### src/core/sbcsm_pkg.sv
package sbcsm_pkg;
   typedef enum logic [3:0] {
      SBCSM_DESELECT_CMD, SBCSM_NOP, SBCSM_BST, SBCSM_READ, SBCSM_WRITE,
      SBCSM_ACT, SBCSM_PRE, SBCSM_REF, SBCSM_MRS
   } sbcsm_cmd_t;
   typedef enum logic [3:0] {
      SBCSM_IDLE, SBCSM_ACTIVATING, SBCSM_ROW_ACTIVE, SBCSM_READING, SBCSM_WRITING,
      SBCSM_READ_AP, SBCSM_WRITE_AP, SBCSM_WREC, SBCSM_WREC_AP, SBCSM_PRECHARGING,
      SBCSM_REFRESHING, SBCSM_MODE_ACCESS
   } sbcsm_bank_t;
   localparam int  SBCSM_CLK_PERIOD_NS       = 10;
   localparam int  SBCSM_PRECHARGE_PERIOD_NS = 18;
   localparam int  SBCSM_ACT_TO_ACCESS_NS    = 18;
   localparam int  SBCSM_ROW_CYCLE_NS        = 60;
   localparam int  SBCSM_DATAIN_TO_PRE_CLK   = 2;
   localparam int  SBCSM_MODE_ACCESS_CLK     = 2;
   localparam int  SBCSM_BURST_LEN_DEFAULT   = 4;
   localparam int  SBCSM_TRP_CYC  = (SBCSM_PRECHARGE_PERIOD_NS + SBCSM_CLK_PERIOD_NS - 1)
                                    / SBCSM_CLK_PERIOD_NS;
   localparam int  SBCSM_ACTIVATE_TO_ACCESS_DELAY_CYC = (SBCSM_ACT_TO_ACCESS_NS + SBCSM_CLK_PERIOD_NS - 1)
                                    / SBCSM_CLK_PERIOD_NS;
   localparam int  SBCSM_TRC_CYC  = (SBCSM_ROW_CYCLE_NS + SBCSM_CLK_PERIOD_NS - 1)
                                    / SBCSM_CLK_PERIOD_NS;
   localparam int  SBCSM_NUM_BANKS = 4;
   localparam logic [2:0] SBCSM_CNT_ZERO = 3'h0;
endpackage

### src/core/sbcsm_bank_fsm.sv
`timescale 1ns/10ps
// Contract
// Command legality applies only after clock enable high
// Read autoclose burst ends, then precharging
// Write autoclose burst ends, recovery, then precharge
// Controller avoids commands to busy autoclose banks
// Illegal command may suit another addressed bank
// Precharging ignores nops, idle after precharge period
// Write recovery nops, then row active
// Write recovery accepts read or write
// Autoclose recovery nops, then precharge; others illegal; code also accepts burst stop in autoclose recovery
// Refreshing allows only nops, idle after row cycle; code also accepts burst stop while refreshing
// Controller meets burst interrupt timing
// Controller masks early write data on precharge
// All idle, enable low, refresh: self refresh
// Idle or active, enable low: power down
// Self refresh only from all banks idle
// Power down held while low, exit on rise
// Self refresh exits on rise with nop only
// Self refresh recovery nops, idle after row cycle
// Other states: enable edges start or end suspend
// Suspend entry command must be legal
// Mode access allows only deselect or nop
// Controller counts intervals per bank, rounding up
module sbcsm_bank_fsm
   import sbcsm_pkg::*;
#(
   parameter int BANKS     = SBCSM_NUM_BANKS,
   parameter int BURST_LEN = SBCSM_BURST_LEN_DEFAULT
)(
   input  wire logic             core_clk,
   input  wire logic             reset,
   input  wire logic             clk_enable,
   input  wire logic             chip_select_n,
   input  wire logic             ras_n,
   input  wire logic             cas_n,
   input  wire logic             we_n,
   input  wire logic [1:0]       bank_addr,
   input  wire logic             auto_close_flag,
   output logic [BANKS*4-1:0]    bank_state,
   output logic                  illegal_cmd,
   output logic                  self_refresh,
   output logic                  power_down,
   output logic                  clock_suspend,
   output logic                  inputs_disabled
);
   typedef enum logic [2:0] {SBCSM_RUN, SBCSM_SELF, SBCSM_SREC, SBCSM_PDOWN,
                             SBCSM_SUSP} sbcsm_mode_t;
   sbcsm_cmd_t  cmd;
   sbcsm_mode_t mode_q, mode_d;
   logic        cke_prev_q;
   logic [2:0]  srec_cnt_q, srec_cnt_d;
   logic        illegal_q, illegal_d;
   sbcsm_bank_t st_q [BANKS];
   sbcsm_bank_t st_d [BANKS];
   logic [2:0]  cnt_q [BANKS];
   logic [2:0]  cnt_d [BANKS];
   logic [BANKS-1:0] bad;
   logic        all_idle, any_active, cmd_ok;
   logic        self_q, pdown_q, susp_q, dis_q;

   sbcsm_cmd_decode u_dec (
      .chip_select_n (chip_select_n),
      .ras_n         (ras_n),
      .cas_n         (cas_n),
      .we_n          (we_n),
      .cmd           (cmd)
   );

   // Commands count only in run mode with enable high before
   assign cmd_ok = (mode_q == SBCSM_RUN) && cke_prev_q;

   always_comb begin
      all_idle   = 1'b1;
      any_active = 1'b1;
      for (int i = 0; i < BANKS; i++) begin
         if (st_q[i] != SBCSM_IDLE) all_idle = 1'b0;
         if (st_q[i] != SBCSM_IDLE && st_q[i] != SBCSM_ROW_ACTIVE) any_active = 1'b0;
      end
   end

   genvar g;
   generate
      for (g = 0; g < BANKS; g++) begin : g_bank
         logic sel;
         assign sel = (bank_addr == 2'(g));
         always_comb begin
            st_d[g]  = st_q[g];
            cnt_d[g] = (cnt_q[g] != SBCSM_CNT_ZERO) ? cnt_q[g] - 3'h1 : cnt_q[g];
            bad[g]   = 1'b0;
            if (cmd_ok) begin
               unique case (st_q[g])
                  SBCSM_IDLE: begin
                     if (sel && cmd == SBCSM_ACT) begin
                        st_d[g] = SBCSM_ACTIVATING;
                        cnt_d[g] = 3'(SBCSM_ACTIVATE_TO_ACCESS_DELAY_CYC - 1);
                     end else if (sel && (cmd == SBCSM_READ || cmd == SBCSM_WRITE))
                        bad[g] = 1'b1;
                     // Refresh with enable low is self refresh; banks stay idle
                     else if (cmd == SBCSM_REF && all_idle && clk_enable) begin
                        st_d[g] = SBCSM_REFRESHING;
                        cnt_d[g] = 3'(SBCSM_TRC_CYC - 1);
                     end else if (cmd == SBCSM_MRS && all_idle) begin
                        st_d[g] = SBCSM_MODE_ACCESS;
                        cnt_d[g] = 3'(SBCSM_MODE_ACCESS_CLK - 1);
                     end
                  end
                  SBCSM_ACTIVATING, SBCSM_PRECHARGING, SBCSM_READ_AP, SBCSM_WRITE_AP: begin
                     if (sel && cmd inside {SBCSM_BST, SBCSM_READ, SBCSM_WRITE, SBCSM_ACT})
                        bad[g] = 1'b1;
                     else if (cmd == SBCSM_REF || cmd == SBCSM_MRS)
                        bad[g] = 1'b1;
                     else if (sel && cmd == SBCSM_PRE && st_q[g] != SBCSM_PRECHARGING)
                        bad[g] = 1'b1;
                     if (cnt_q[g] == SBCSM_CNT_ZERO) begin
                        unique case (st_q[g])
                           SBCSM_ACTIVATING:  st_d[g] = SBCSM_ROW_ACTIVE;
                           SBCSM_PRECHARGING: st_d[g] = SBCSM_IDLE;
                           SBCSM_READ_AP: begin
                              st_d[g] = SBCSM_PRECHARGING;
                              cnt_d[g] = 3'(SBCSM_TRP_CYC - 1);
                           end
                           default: begin
                              st_d[g] = SBCSM_WREC_AP;
                              cnt_d[g] = 3'(SBCSM_DATAIN_TO_PRE_CLK - 1);
                           end
                        endcase
                     end
                  end
                  SBCSM_ROW_ACTIVE, SBCSM_READING, SBCSM_WRITING, SBCSM_WREC: begin
                     if (sel && (cmd == SBCSM_READ || cmd == SBCSM_WRITE)) begin
                        st_d[g] = (cmd == SBCSM_READ)
                                ? (auto_close_flag ? SBCSM_READ_AP : SBCSM_READING)
                                : (auto_close_flag ? SBCSM_WRITE_AP : SBCSM_WRITING);
                        cnt_d[g] = 3'(BURST_LEN - 1);
                     end else if (sel && cmd == SBCSM_PRE && st_q[g] != SBCSM_WREC) begin
                        st_d[g] = SBCSM_PRECHARGING;
                        cnt_d[g] = 3'(SBCSM_TRP_CYC - 1);
                     end else if (sel && cmd == SBCSM_BST && st_q[g] != SBCSM_WREC)
                        st_d[g] = SBCSM_ROW_ACTIVE;
                     else if (sel && (cmd == SBCSM_ACT || cmd == SBCSM_PRE))
                        bad[g] = 1'b1;
                     else if (cmd == SBCSM_REF || cmd == SBCSM_MRS)
                        bad[g] = 1'b1;
                     else if (cnt_q[g] == SBCSM_CNT_ZERO) begin
                        if (st_q[g] == SBCSM_READING || st_q[g] == SBCSM_WREC)
                           st_d[g] = SBCSM_ROW_ACTIVE;
                        else if (st_q[g] == SBCSM_WRITING) begin
                           st_d[g] = SBCSM_WREC;
                           cnt_d[g] = 3'(SBCSM_DATAIN_TO_PRE_CLK - 1);
                        end
                     end
                  end
                  SBCSM_WREC_AP: begin
                     if (sel && cmd inside {SBCSM_READ, SBCSM_WRITE, SBCSM_ACT, SBCSM_PRE})
                        bad[g] = 1'b1;
                     else if (cmd == SBCSM_REF || cmd == SBCSM_MRS)
                        bad[g] = 1'b1;
                     if (cnt_q[g] == SBCSM_CNT_ZERO) begin
                        st_d[g] = SBCSM_PRECHARGING;
                        cnt_d[g] = 3'(SBCSM_TRP_CYC - 1);
                     end
                  end
                  SBCSM_REFRESHING: begin
                     if (!(cmd inside {SBCSM_DESELECT_CMD, SBCSM_NOP, SBCSM_BST}))
                        bad[g] = 1'b1;
                     if (cnt_q[g] == SBCSM_CNT_ZERO)
                        st_d[g] = SBCSM_IDLE;
                  end
                  SBCSM_MODE_ACCESS: begin
                     if (!(cmd inside {SBCSM_DESELECT_CMD, SBCSM_NOP}))
                        bad[g] = 1'b1;
                     if (cnt_q[g] == SBCSM_CNT_ZERO)
                        st_d[g] = SBCSM_IDLE;
                  end
               endcase
            end else if (mode_q == SBCSM_RUN || mode_q == SBCSM_SUSP) begin
               // Suspended bursts freeze their counters
               cnt_d[g] = cnt_q[g];
            end
            if (bad[g]) begin
               st_d[g]  = st_q[g];
               cnt_d[g] = (cnt_q[g] != SBCSM_CNT_ZERO) ? cnt_q[g] - 3'h1 : cnt_q[g];
            end
         end
         always_ff @(posedge core_clk) begin
            st_q[g]  <= reset ? SBCSM_IDLE : st_d[g];
            cnt_q[g] <= reset ? SBCSM_CNT_ZERO : cnt_d[g];
         end
         assign bank_state[g*4 +: 4] = st_q[g];
      end
   endgenerate

   always_comb begin
      mode_d     = mode_q;
      srec_cnt_d = (srec_cnt_q != SBCSM_CNT_ZERO) ? srec_cnt_q - 3'h1 : srec_cnt_q;
      illegal_d  = cmd_ok && (|bad);
      unique case (mode_q)
         SBCSM_RUN: begin
            if (cke_prev_q && !clk_enable) begin
               if (all_idle && cmd == SBCSM_REF)
                  mode_d = SBCSM_SELF;
               else if (any_active)
                  mode_d = SBCSM_PDOWN;
               else
                  mode_d = SBCSM_SUSP;
            end
         end
         SBCSM_SELF: begin
            if (clk_enable) begin
               if (cmd == SBCSM_DESELECT_CMD || cmd == SBCSM_NOP) begin
                  mode_d = SBCSM_SREC;
                  srec_cnt_d = 3'(SBCSM_TRC_CYC - 1);
               end else
                  illegal_d = 1'b1;
            end
         end
         SBCSM_SREC: begin
            if (!clk_enable || !(cmd == SBCSM_DESELECT_CMD || cmd == SBCSM_NOP))
               illegal_d = 1'b1;
            if (srec_cnt_q == SBCSM_CNT_ZERO)
               mode_d = SBCSM_RUN;
         end
         SBCSM_PDOWN: begin
            if (clk_enable) mode_d = SBCSM_RUN;
         end
         SBCSM_SUSP: begin
            if (clk_enable) mode_d = SBCSM_RUN;
         end
      endcase
   end

   always_ff @(posedge core_clk) begin
      mode_q     <= reset ? SBCSM_RUN : mode_d;
      cke_prev_q <= reset ? 1'b1 : clk_enable;
      srec_cnt_q <= reset ? SBCSM_CNT_ZERO : srec_cnt_d;
      illegal_q  <= reset ? 1'b0 : illegal_d;
      self_q     <= reset ? 1'b0 : (mode_d == SBCSM_SELF);
      pdown_q    <= reset ? 1'b0 : (mode_d == SBCSM_PDOWN);
      susp_q     <= reset ? 1'b0 : (mode_d == SBCSM_SUSP);
      dis_q      <= reset ? 1'b0 : (mode_d == SBCSM_SELF) || (mode_d == SBCSM_PDOWN);
   end

   // Flags come straight from state flops
   assign illegal_cmd     = illegal_q;
   assign self_refresh    = self_q;
   assign power_down      = pdown_q;
   assign clock_suspend   = susp_q;
   assign inputs_disabled = dis_q;

   a_self_entry: assert property (@(posedge core_clk) disable iff (reset)
      (mode_q == SBCSM_RUN && cke_prev_q && !clk_enable && all_idle && cmd == SBCSM_REF)
      |=> self_refresh) else $error("self refresh not entered");
   a_pdown_hold: assert property (@(posedge core_clk) disable iff (reset)
      (power_down && !clk_enable) |=> power_down) else $error("power down dropped");
   a_pdown_exit: assert property (@(posedge core_clk) disable iff (reset)
      (power_down && clk_enable) |=> !power_down) else $error("power down not left");
   a_srec_time: assert property (@(posedge core_clk) disable iff (reset)
      (mode_q == SBCSM_SELF && clk_enable && cmd == SBCSM_NOP)
      |=> (mode_q == SBCSM_SREC) [*6] ##1 (mode_q == SBCSM_RUN))
      else $error("self refresh recovery length wrong");
   a_susp_exit: assert property (@(posedge core_clk) disable iff (reset)
      (clock_suspend && clk_enable) |=> mode_q == SBCSM_RUN) else $error("suspend held");
   a_pre_idle: assert property (@(posedge core_clk) disable iff (reset)
      (cmd_ok && st_q[0] == SBCSM_ROW_ACTIVE && bank_addr == 2'h0 && cmd == SBCSM_PRE)
      |=> st_q[0] == SBCSM_PRECHARGING ##1 st_q[0] == SBCSM_PRECHARGING
      ##1 st_q[0] == SBCSM_IDLE) else $error("precharge period wrong");
   a_ref_illegal: assert property (@(posedge core_clk) disable iff (reset)
      (cmd_ok && st_q[0] == SBCSM_REFRESHING && cmd == SBCSM_ACT) |=> illegal_cmd)
      else $error("refresh command not flagged");
   a_mode_illegal: assert property (@(posedge core_clk) disable iff (reset)
      (cmd_ok && st_q[0] == SBCSM_MODE_ACCESS && cmd == SBCSM_BST) |=> illegal_cmd)
      else $error("mode access command not flagged");
   a_rdap_pre: assert property (@(posedge core_clk) disable iff (reset)
      (cmd_ok && st_q[0] == SBCSM_READ_AP && cnt_q[0] == SBCSM_CNT_ZERO && !bad[0])
      |=> st_q[0] == SBCSM_PRECHARGING) else $error("read autoclose no precharge");
   c_self: cover property (@(posedge core_clk) self_refresh);
   c_pdown: cover property (@(posedge core_clk) power_down);
   c_susp: cover property (@(posedge core_clk) clock_suspend);
   c_wrap: cover property (@(posedge core_clk) st_q[0] == SBCSM_WREC_AP);
endmodule

### src/core/sbcsm_cmd_decode.sv
`timescale 1ns/10ps
module sbcsm_cmd_decode
   import sbcsm_pkg::*;
(
   input  wire logic       chip_select_n,
   input  wire logic       ras_n,
   input  wire logic       cas_n,
   input  wire logic       we_n,
   output sbcsm_cmd_t      cmd
);
   always_comb begin
      cmd = SBCSM_DESELECT_CMD;
      if (!chip_select_n) begin
         unique case ({ras_n, cas_n, we_n})
            3'h7:    cmd = SBCSM_NOP;
            3'h6:    cmd = SBCSM_BST;
            3'h5:    cmd = SBCSM_READ;
            3'h4:    cmd = SBCSM_WRITE;
            3'h3:    cmd = SBCSM_ACT;
            3'h2:    cmd = SBCSM_PRE;
            3'h1:    cmd = SBCSM_REF;
            3'h0:    cmd = SBCSM_MRS;
         endcase
      end
   end
endmodule

### config.mk
export PLATFORM = sky130hd
export DESIGN_NAME = sbcsm_bank_fsm
export DESIGN_NICKNAME = d
export VERILOG_FILES = /design/src/core/sbcsm_pkg.sv /design/src/core/sbcsm_bank_fsm.sv /design/src/core/sbcsm_cmd_decode.sv
export SDC_FILE = /design/constraint.sdc
export NUM_CORES = 1
export LEC_CHECK = 0
export BUFFER_PORTS_ARGS = -buffer_cell sky130_fd_sc_hd__buf_2
export CELL_PAD_IN_SITES_DETAIL_PLACEMENT = 1
export CELL_PAD_IN_SITES_GLOBAL_PLACEMENT = 1
export CORE_ASPECT_RATIO = 0.7
export CORE_MARGIN = 3
export CORE_UTILIZATION = 50
export CTS_BUF_LIST = sky130_fd_sc_hd__clkbuf_8
export CTS_CLUSTER_DIAMETER = 50
export CTS_CLUSTER_SIZE = 10
export DETAILED_ROUTE_END_ITERATION = 7
export PLACE_DENSITY_LB_ADDON = 0.1
export SLEW_MARGIN = 20
export SYNTH_ARGS = -nofsm -noshare
export SYNTH_HDL_FRONTEND = slang
export SYNTH_SLANG_ARGS = --single-unit
### constraint.sdc
create_clock -name core_clk -period 7.8 [get_ports core_clk]
set_input_delay 1.56 -clock core_clk [delete_from_list [all_inputs] [get_ports core_clk]]
set_output_delay 1.56 -clock core_clk [all_outputs]
set_load 0.005 [all_outputs]
## Word-level counts from Yosys, hierarchy flattened

Memories as Yosys holds them, arrays and structs flattened.
Cells that the tools add are included.

- Register bits: 12
- Latch bits: 0
- Bits in writable memories: 28
- Memory bits (read-only): 32
- Bits of input ports: 10
- Word-level logic and storage cells: 439
- Memories: 3

- Add/subtract/negate cells: 5
- Multiply operators: 0
- Div/mod/pow operators: 0
- Magnitude comparators: 0
- Eq/ne operators: 74
- Shift operators: 0
- Mux-type cells: 243
- Bitwise gates (word level): 0
- Reduce and logical (&&, ||, !) cells: 106

Memory list:

| memory | words | width | read ports | clocked after memory_dff | write ports | line | source |
|---|---|---|---|---|---|---|---|
| (name not given) | 8 | 4 | 1 | 0 | 0 | sbcsm_cmd_decode.sv:14 | `unique case ({ras_n, cas_n, we_n})` |
| st_q | 4 | 4 | 4 | 0 | 4 | sbcsm_bank_fsm.sv:54 | `sbcsm_bank_t st_q [BANKS];` |
| cnt_q | 4 | 3 | 4 | 0 | 4 | sbcsm_bank_fsm.sv:56 | `logic [2:0] cnt_q [BANKS];` |

Operators with widths:

| operator | count |
|---|---|
| $mux 4 | 73 |
| $mux 3 | 93 |
| $eq 4x3->1 const B | 20 |
| $pmux 4 s5 | 4 |
| $eq 4x4->1 const B | 17 |
| $pmux 3 s4 | 5 |
| $mux 1 | 58 |
| $logic_and 1x1->1 | 50 |
| $pmux 4 s3 | 4 |
| $eq 4x2->1 const B | 10 |
| $reduce_or 4->1 | 9 |
| $pmux 1 s6 | 4 |
| $reduce_bool 4->1 | 6 |
| $eq 4x1->1 const B | 5 |
| $logic_not 4->1 | 5 |
| $logic_not 3->1 | 6 |
| $reduce_bool 3->1 | 6 |
| $reduce_or 2->1 | 9 |
| $ne 4x2->1 const B | 4 |
| $ne 4x3->1 const B | 4 |
| $ne 4x4->1 const B | 4 |
| $sub 3x1->3 const B | 5 |
| $logic_or 1x1->1 | 11 |
| $eq 3x2->1 const B | 3 |
| 9 further kinds | 13 |

## Depth between registers and ports, before layout

An unclocked memory read counts as a cell.

- Depth in word-level cells: 16
- Gate-level depth with buffers: 14

## By module

Synthesis repeated with hierarchy kept, for this count alone.

- Cell total of the unflattened synthesis: 764
- Area total of the unflattened synthesis: 5360.1 µm²

Modules (own cells, without submodules):

| module | times used | cells each | area each (µm²) | seq. area each (µm²) |
|---|---|---|---|---|
| sbcsm_bank_fsm | 1 | 754 | 5291.3 | 800.8 |
| sbcsm_cmd_decode | 1 | 10 | 68.8 | 0.0 |

## Worst setup path after synthesis

OpenSTA, ideal clock, no wires.

- Kind: input-to-reg
- Start: input port we_n
- End: memory st_q[3][1] in the netlist's numbering
- Setup time: 0.131 ns
- Data arrival time: 4.790 ns
- Slack: 2.879 ns
- Stages: 13
- Path buffers: 3
- Path through: buf_2 -> buf_2 -> inv_1 -> ha_1 -> buf_6 -> or4_4 -> a2111oi_4 -> nor2_2 -> and3_1 -> or4_4 -> nor4_4 -> and4_1 -> nor3_1

RTL lines:

| item | line | source |
|---|---|---|
| from (decl) | sbcsm_bank_fsm.sv:37 | `input wire logic we_n,` |
| to (decl) | sbcsm_bank_fsm.sv:54 |  |

==> impl_metrics.xml <==
<?xml version="1.0" encoding="UTF-8"?>
<metrics>
  <group name="status">
    <metric name="status" unit="">finished, final reports clean</metric>
  </group>
  <group name="final_layout">
    <metric name="final_cell_mix" unit="">81 x sky130_fd_sc_hd__nand2_1, 77 x sky130_fd_sc_hd__nor2_1, 58 x sky130_fd_sc_hd__o21ai_0</metric>
    <metric name="final_layout_size_suffix_gt1_share" unit="%">9.550</metric>
    <metric name="area_growth" unit="%">5.282</metric>
    <metric name="final_net_count" unit="">760</metric>
    <metric name="diode_count" unit="">0</metric>
    <metric name="fin_util" unit="%">55.68</metric>
    <metric name="layout.cells.most_common" unit="">sky130_fd_sc_hd__nand2_1</metric>
    <metric name="fillers" unit="">1285</metric>
  </group>
  <group name="floorplan">
    <metric name="die-height" unit="um">89.26</metric>
    <metric name="io-pin-count" unit="">31</metric>
    <metric name="start_util" unit="%">52.89</metric>
    <metric name="fp.dieArea" unit="um^2">11150</metric>
    <metric name="core.rowCount" unit="">29</metric>
    <metric name="dieWidth" unit="um">124.9</metric>
    <metric name="placeableCoreArea" unit="um^2">9361</metric>
  </group>
  <group name="clock_network">
    <metric name="cts-root-to-sink-buffers" unit="">2</metric>
    <metric name="path_clk_slew" unit="ns">0.10</metric>
    <metric name="post_cts.resized_instances" unit="">0</metric>
    <metric name="htree_num_levels" unit="">2</metric>
    <metric name="cts_root_buf" unit="">sky130_fd_sc_hd__clkbuf_8</metric>
    <metric name="tritoncts.num_buffers" unit="">5</metric>
    <metric name="clkLatencyLatePin" unit="ns">0.33</metric>
    <metric name="clock_sinks" unit="">40</metric>
    <metric name="post-cts-setup-buffers" unit="">0</metric>
    <metric name="hold_buffers_post_cts" unit="">0</metric>
    <metric name="tritoncts" unit="">done</metric>
  </group>
  <group name="detailed_routing">
    <metric name="detail_route.drc_violations" unit="">0</metric>
    <metric name="final_antenna_net_count" unit="">0</metric>
    <metric name="post_drt_via_cell_ratio" unit="">7.209</metric>
    <metric name="drtPass1Iterations" unit="">5</metric>
    <metric name="detail_route.wl_per_cell" unit="um">24.05</metric>
    <metric name="aggregate_routed_wire_length" unit="um">20610</metric>
    <metric name="routed-via-count" unit="">6178</metric>
    <metric name="drt_iter0_drc" unit="">747</metric>
  </group>
  <group name="worst_setup_path">
    <metric name="reg2reg_to" unit="">st_q[2][1]</metric>
    <metric name="worst-path-max-fanout" unit="">17</metric>
    <metric name="startpoint_of_the_most_critical_register_to_register_path" unit="">st_q[2][1]</metric>
    <metric name="cp_num_buf_inv" unit="">2</metric>
    <metric name="setup.worst_path.end_class" unit="">flop</metric>
    <metric name="path_cells" unit="">buf_2, inv_1, ha_1, or3_1, a211oi_1, and3_1, a21o_1, o21ai_0, nor3_1, mux2_2</metric>
    <metric name="critPathRequiredTime" unit="ns">8.03</metric>
    <metric name="r2r_cells" unit="">7</metric>
    <metric name="cp_top_delay_family" unit="">simple AND/OR/NAND/NOR gates</metric>
    <metric name="critical-path-slowest-cell" unit="">sky130_fd_sc_hd__a211oi_1</metric>
    <metric name="worst_setup_path_start_kind" unit="">primary input</metric>
    <metric name="timing.critical_path.from" unit="">we_n</metric>
    <metric name="critical_path_class" unit="">primary input to flop</metric>
    <metric name="worst_path_largest_cell_delay" unit="ns">0.75</metric>
    <metric name="timing.reg2reg.setup_slack" unit="ns">3.87</metric>
    <metric name="crit_arrival" unit="ns">5.59</metric>
  </group>
  <group name="timing">
    <metric name="slew_headroom" unit="%">30.71</metric>
    <metric name="worst-slew-pin-transition" unit="ns">1.030</metric>
    <metric name="final.period_utilization" unit="%">68.72</metric>
    <metric name="timing.clock.skew" unit="ns">0.009141</metric>
    <metric name="fmax" unit="MHz">186.6</metric>
    <metric name="finish_stage_setup_viols" unit="">0</metric>
    <metric name="grt_setup_unrepaired" unit="">no</metric>
    <metric name="fin_hold_ws" unit="ns">0.5104</metric>
    <metric name="final_hold_viol_count" unit="">0</metric>
    <metric name="final_period_minus_worst_setup_slack" unit="ns">5.360</metric>
    <metric name="final-max-slew-violation-count" unit="">0</metric>
    <metric name="finalSetupTns" unit="ns">0</metric>
  </group>
  <group name="logic_synthesis">
    <metric name="synth_area_leader_cell" unit="">sky130_fd_sc_hd__dfxtp_1</metric>
    <metric name="seq_cells_post_synth" unit="">40</metric>
    <metric name="synth.yosys.seq_area_share" unit="%">16.17</metric>
    <metric name="postSynthAreaPerCell" unit="um^2">6.682</metric>
    <metric name="yosys-top-cells-area" unit="">sky130_fd_sc_hd__dfxtp_1 16%, sky130_fd_sc_hd__nand2_1 6.1%, sky130_fd_sc_hd__o21ai_0 5.9%</metric>
    <metric name="synthFlopType" unit="">sky130_fd_sc_hd__dfxtp_1</metric>
    <metric name="yosysWarnings" unit="">0</metric>
    <metric name="postSynth.asyncResetShare" unit="%">0</metric>
    <metric name="netlist_area" unit="um^2">4951</metric>
    <metric name="synth_largest_type_area_fraction" unit="%">16.17</metric>
    <metric name="netlist_instances" unit="">741</metric>
    <metric name="synth-edff-count" unit="">0</metric>
    <metric name="mappedNetlistNets" unit="">769</metric>
    <metric name="yosys.cell_types.count" unit="">76</metric>
  </group>
  <group name="pwr">
    <metric name="p_per_area" unit="nW/um^2">339.6</metric>
    <metric name="irDropWorstVdd" unit="mV">0.1779</metric>
    <metric name="p_leak" unit="nW">2.038</metric>
  </group>
  <group name="global_route">
    <metric name="antenna_found_initial" unit="">0</metric>
    <metric name="grt_pass1_vias" unit="">5840</metric>
    <metric name="wire_length_of_the_first_global_routing_pass" unit="um">32220</metric>
    <metric name="grt_max_degree" unit="">47</metric>
    <metric name="globalRouteTotalUtil" unit="%">35.97</metric>
    <metric name="grt.overflow.total" unit="">0</metric>
  </group>
  <group name="placed_design">
    <metric name="globalplace.congestion" unit="">1.077</metric>
    <metric name="place.port_buffers" unit="">30</metric>
    <metric name="half_perimeter_wire_length_after_detailed_placement" unit="um">15460</metric>
  </group>
  <group name="run">
    <metric name="cap_viol_max_count" unit="">0</metric>
  </group>
  <group name="hold_path">
    <metric name="min_delay_path_depth" unit="">2</metric>
    <metric name="worst_hold_startpoint" unit="">cnt_q[2][1]</metric>
    <metric name="timing.hold.worst_endpoint" unit="">cnt_q[2][1]</metric>
    <metric name="min-delay-path-class" unit="">flop to flop</metric>
  </group>
</metrics>
## cell usage after synthesis (12+ instances only)
library cell / count
sky130_fd_sc_hd__nand3_1: 21
sky130_fd_sc_hd__o21ai_0: 58
sky130_fd_sc_hd__ha_1: 18
sky130_fd_sc_hd__dfxtp_1: 40
sky130_fd_sc_hd__nand2_1: 81
sky130_fd_sc_hd__a31oi_1: 17
sky130_fd_sc_hd__o211ai_1: 15
sky130_fd_sc_hd__nor2_1: 77
sky130_fd_sc_hd__nor4_1: 12
sky130_fd_sc_hd__nand2b_1: 20
sky130_fd_sc_hd__nor2b_1: 21
sky130_fd_sc_hd__a21oi_1: 51
sky130_fd_sc_hd__inv_1: 36
sky130_fd_sc_hd__clkbuf_1: 44
sky130_fd_sc_hd__nor3_1: 24
## worst max path at each step
stage                  to  slack [ns]  cells after the start
2_1_floorplan  st_q[3][1]        2.88                     13
3_3_place_gp   st_q[2][1]        2.50                     10
3_5_place_dp   st_q[2][1]        2.25                     10
4_1_cts        st_q[2][1]        2.56                     10
5_1_grt        st_q[2][1]        2.25                     10
6_report       st_q[2][1]        2.44                     10
## worst register-to-register path, cell delays in order (launching register included)
cell and delay [ns]:
sky130_fd_sc_hd__dfxtp_1 0.58, sky130_fd_sc_hd__nor4_1 0.98, sky130_fd_sc_hd__and4b_1 0.44, sky130_fd_sc_hd__and3_1 0.32, sky130_fd_sc_hd__a21o_1 0.30, sky130_fd_sc_hd__o21ai_0 0.16
sky130_fd_sc_hd__nor3_1 0.63, sky130_fd_sc_hd__mux2_2 0.41
## cells by family (layout without fill, tap and decap cells)
logic type / Yosys count / in the layout / synth area share [%]
AO/OA/AOI/OAI: 248 / 248 / 33.56
XOR/XNOR: 7 / 7 / 1.238
adder cells (fa/ha/maj): 21 / 21 / 5.156
buffers and inverters: 85 / 77 / 6.672
flip-flops: 40 / 40 / 16.17
multiplexers: 15 / 15 / 3.159
AND/OR/NAND/NOR: 325 / 325 / 34.04
## cell type report
cell class / count / area [um^2] / area share, %
Clock inverter: 2 / 38.79 / 0.7441
Clock buffer: 6 / 82.58 / 1.584
Sequential cell: 40 / 800.8 / 15.36
Tap cell: 124 / 155.1 / 2.976
Multi-Input combinational cell: 616 / 3827 / 73.43
Timing Repair Buffer: 33 / 172.7 / 3.313
Inverter: 36 / 135.1 / 2.592
## power by group
group          internal (W)  switching (W)  total, W
Combinational      0.000443       0.000724   0.00117
Clock              0.000105      0.0000976  0.000203
Sequential         0.000268       0.000132  0.000400
Total              0.000816       0.000954   0.00177
## registers in the layout, indices dropped and copies added (netlist names)
signal and count:
st_q 16, cnt_q 12, mode_q 3, srec_cnt_q 3, cke_prev_q 1, clock_suspend 1, illegal_cmd 1, inputs_disabled 1
power_down 1, self_refresh 1
## metrics by stage
| step | std cells | total power (W) | setup slack, ns | instance area [um^2] |
|---|---|---|---|---|
| finish | 857 | 0.001770 | 2.440 | 5213 |
| CTS | 857 | 0.001724 | 2.563 | 5205 |
| detailed placement | 849 | 0.001517 | 2.247 | 5084 |
| floorplan | 741 | 0.001182 | 2.879 | 4951 |
| global placement | 849 | 0.001445 | 2.503 | 5084 |
| global route | 857 | 0.001889 | 2.247 | 5213 |
## per-layer routing
| metal | vias up | routed length [um] | track usage [%] |
|---|---|---|---|
| met1 | 2966 | 8937 | 49.39 |
| met2 | 381 | 8466 | 54.46 |
| met3 | 74 | 2435 | 10.27 |
| met4 | 2 | 729 | 11.71 |
| li1 | 2755 | - | - |
| met5 | - | 43 | 3.361 |
No activity file was read; power rests on OpenSTA's default activity.
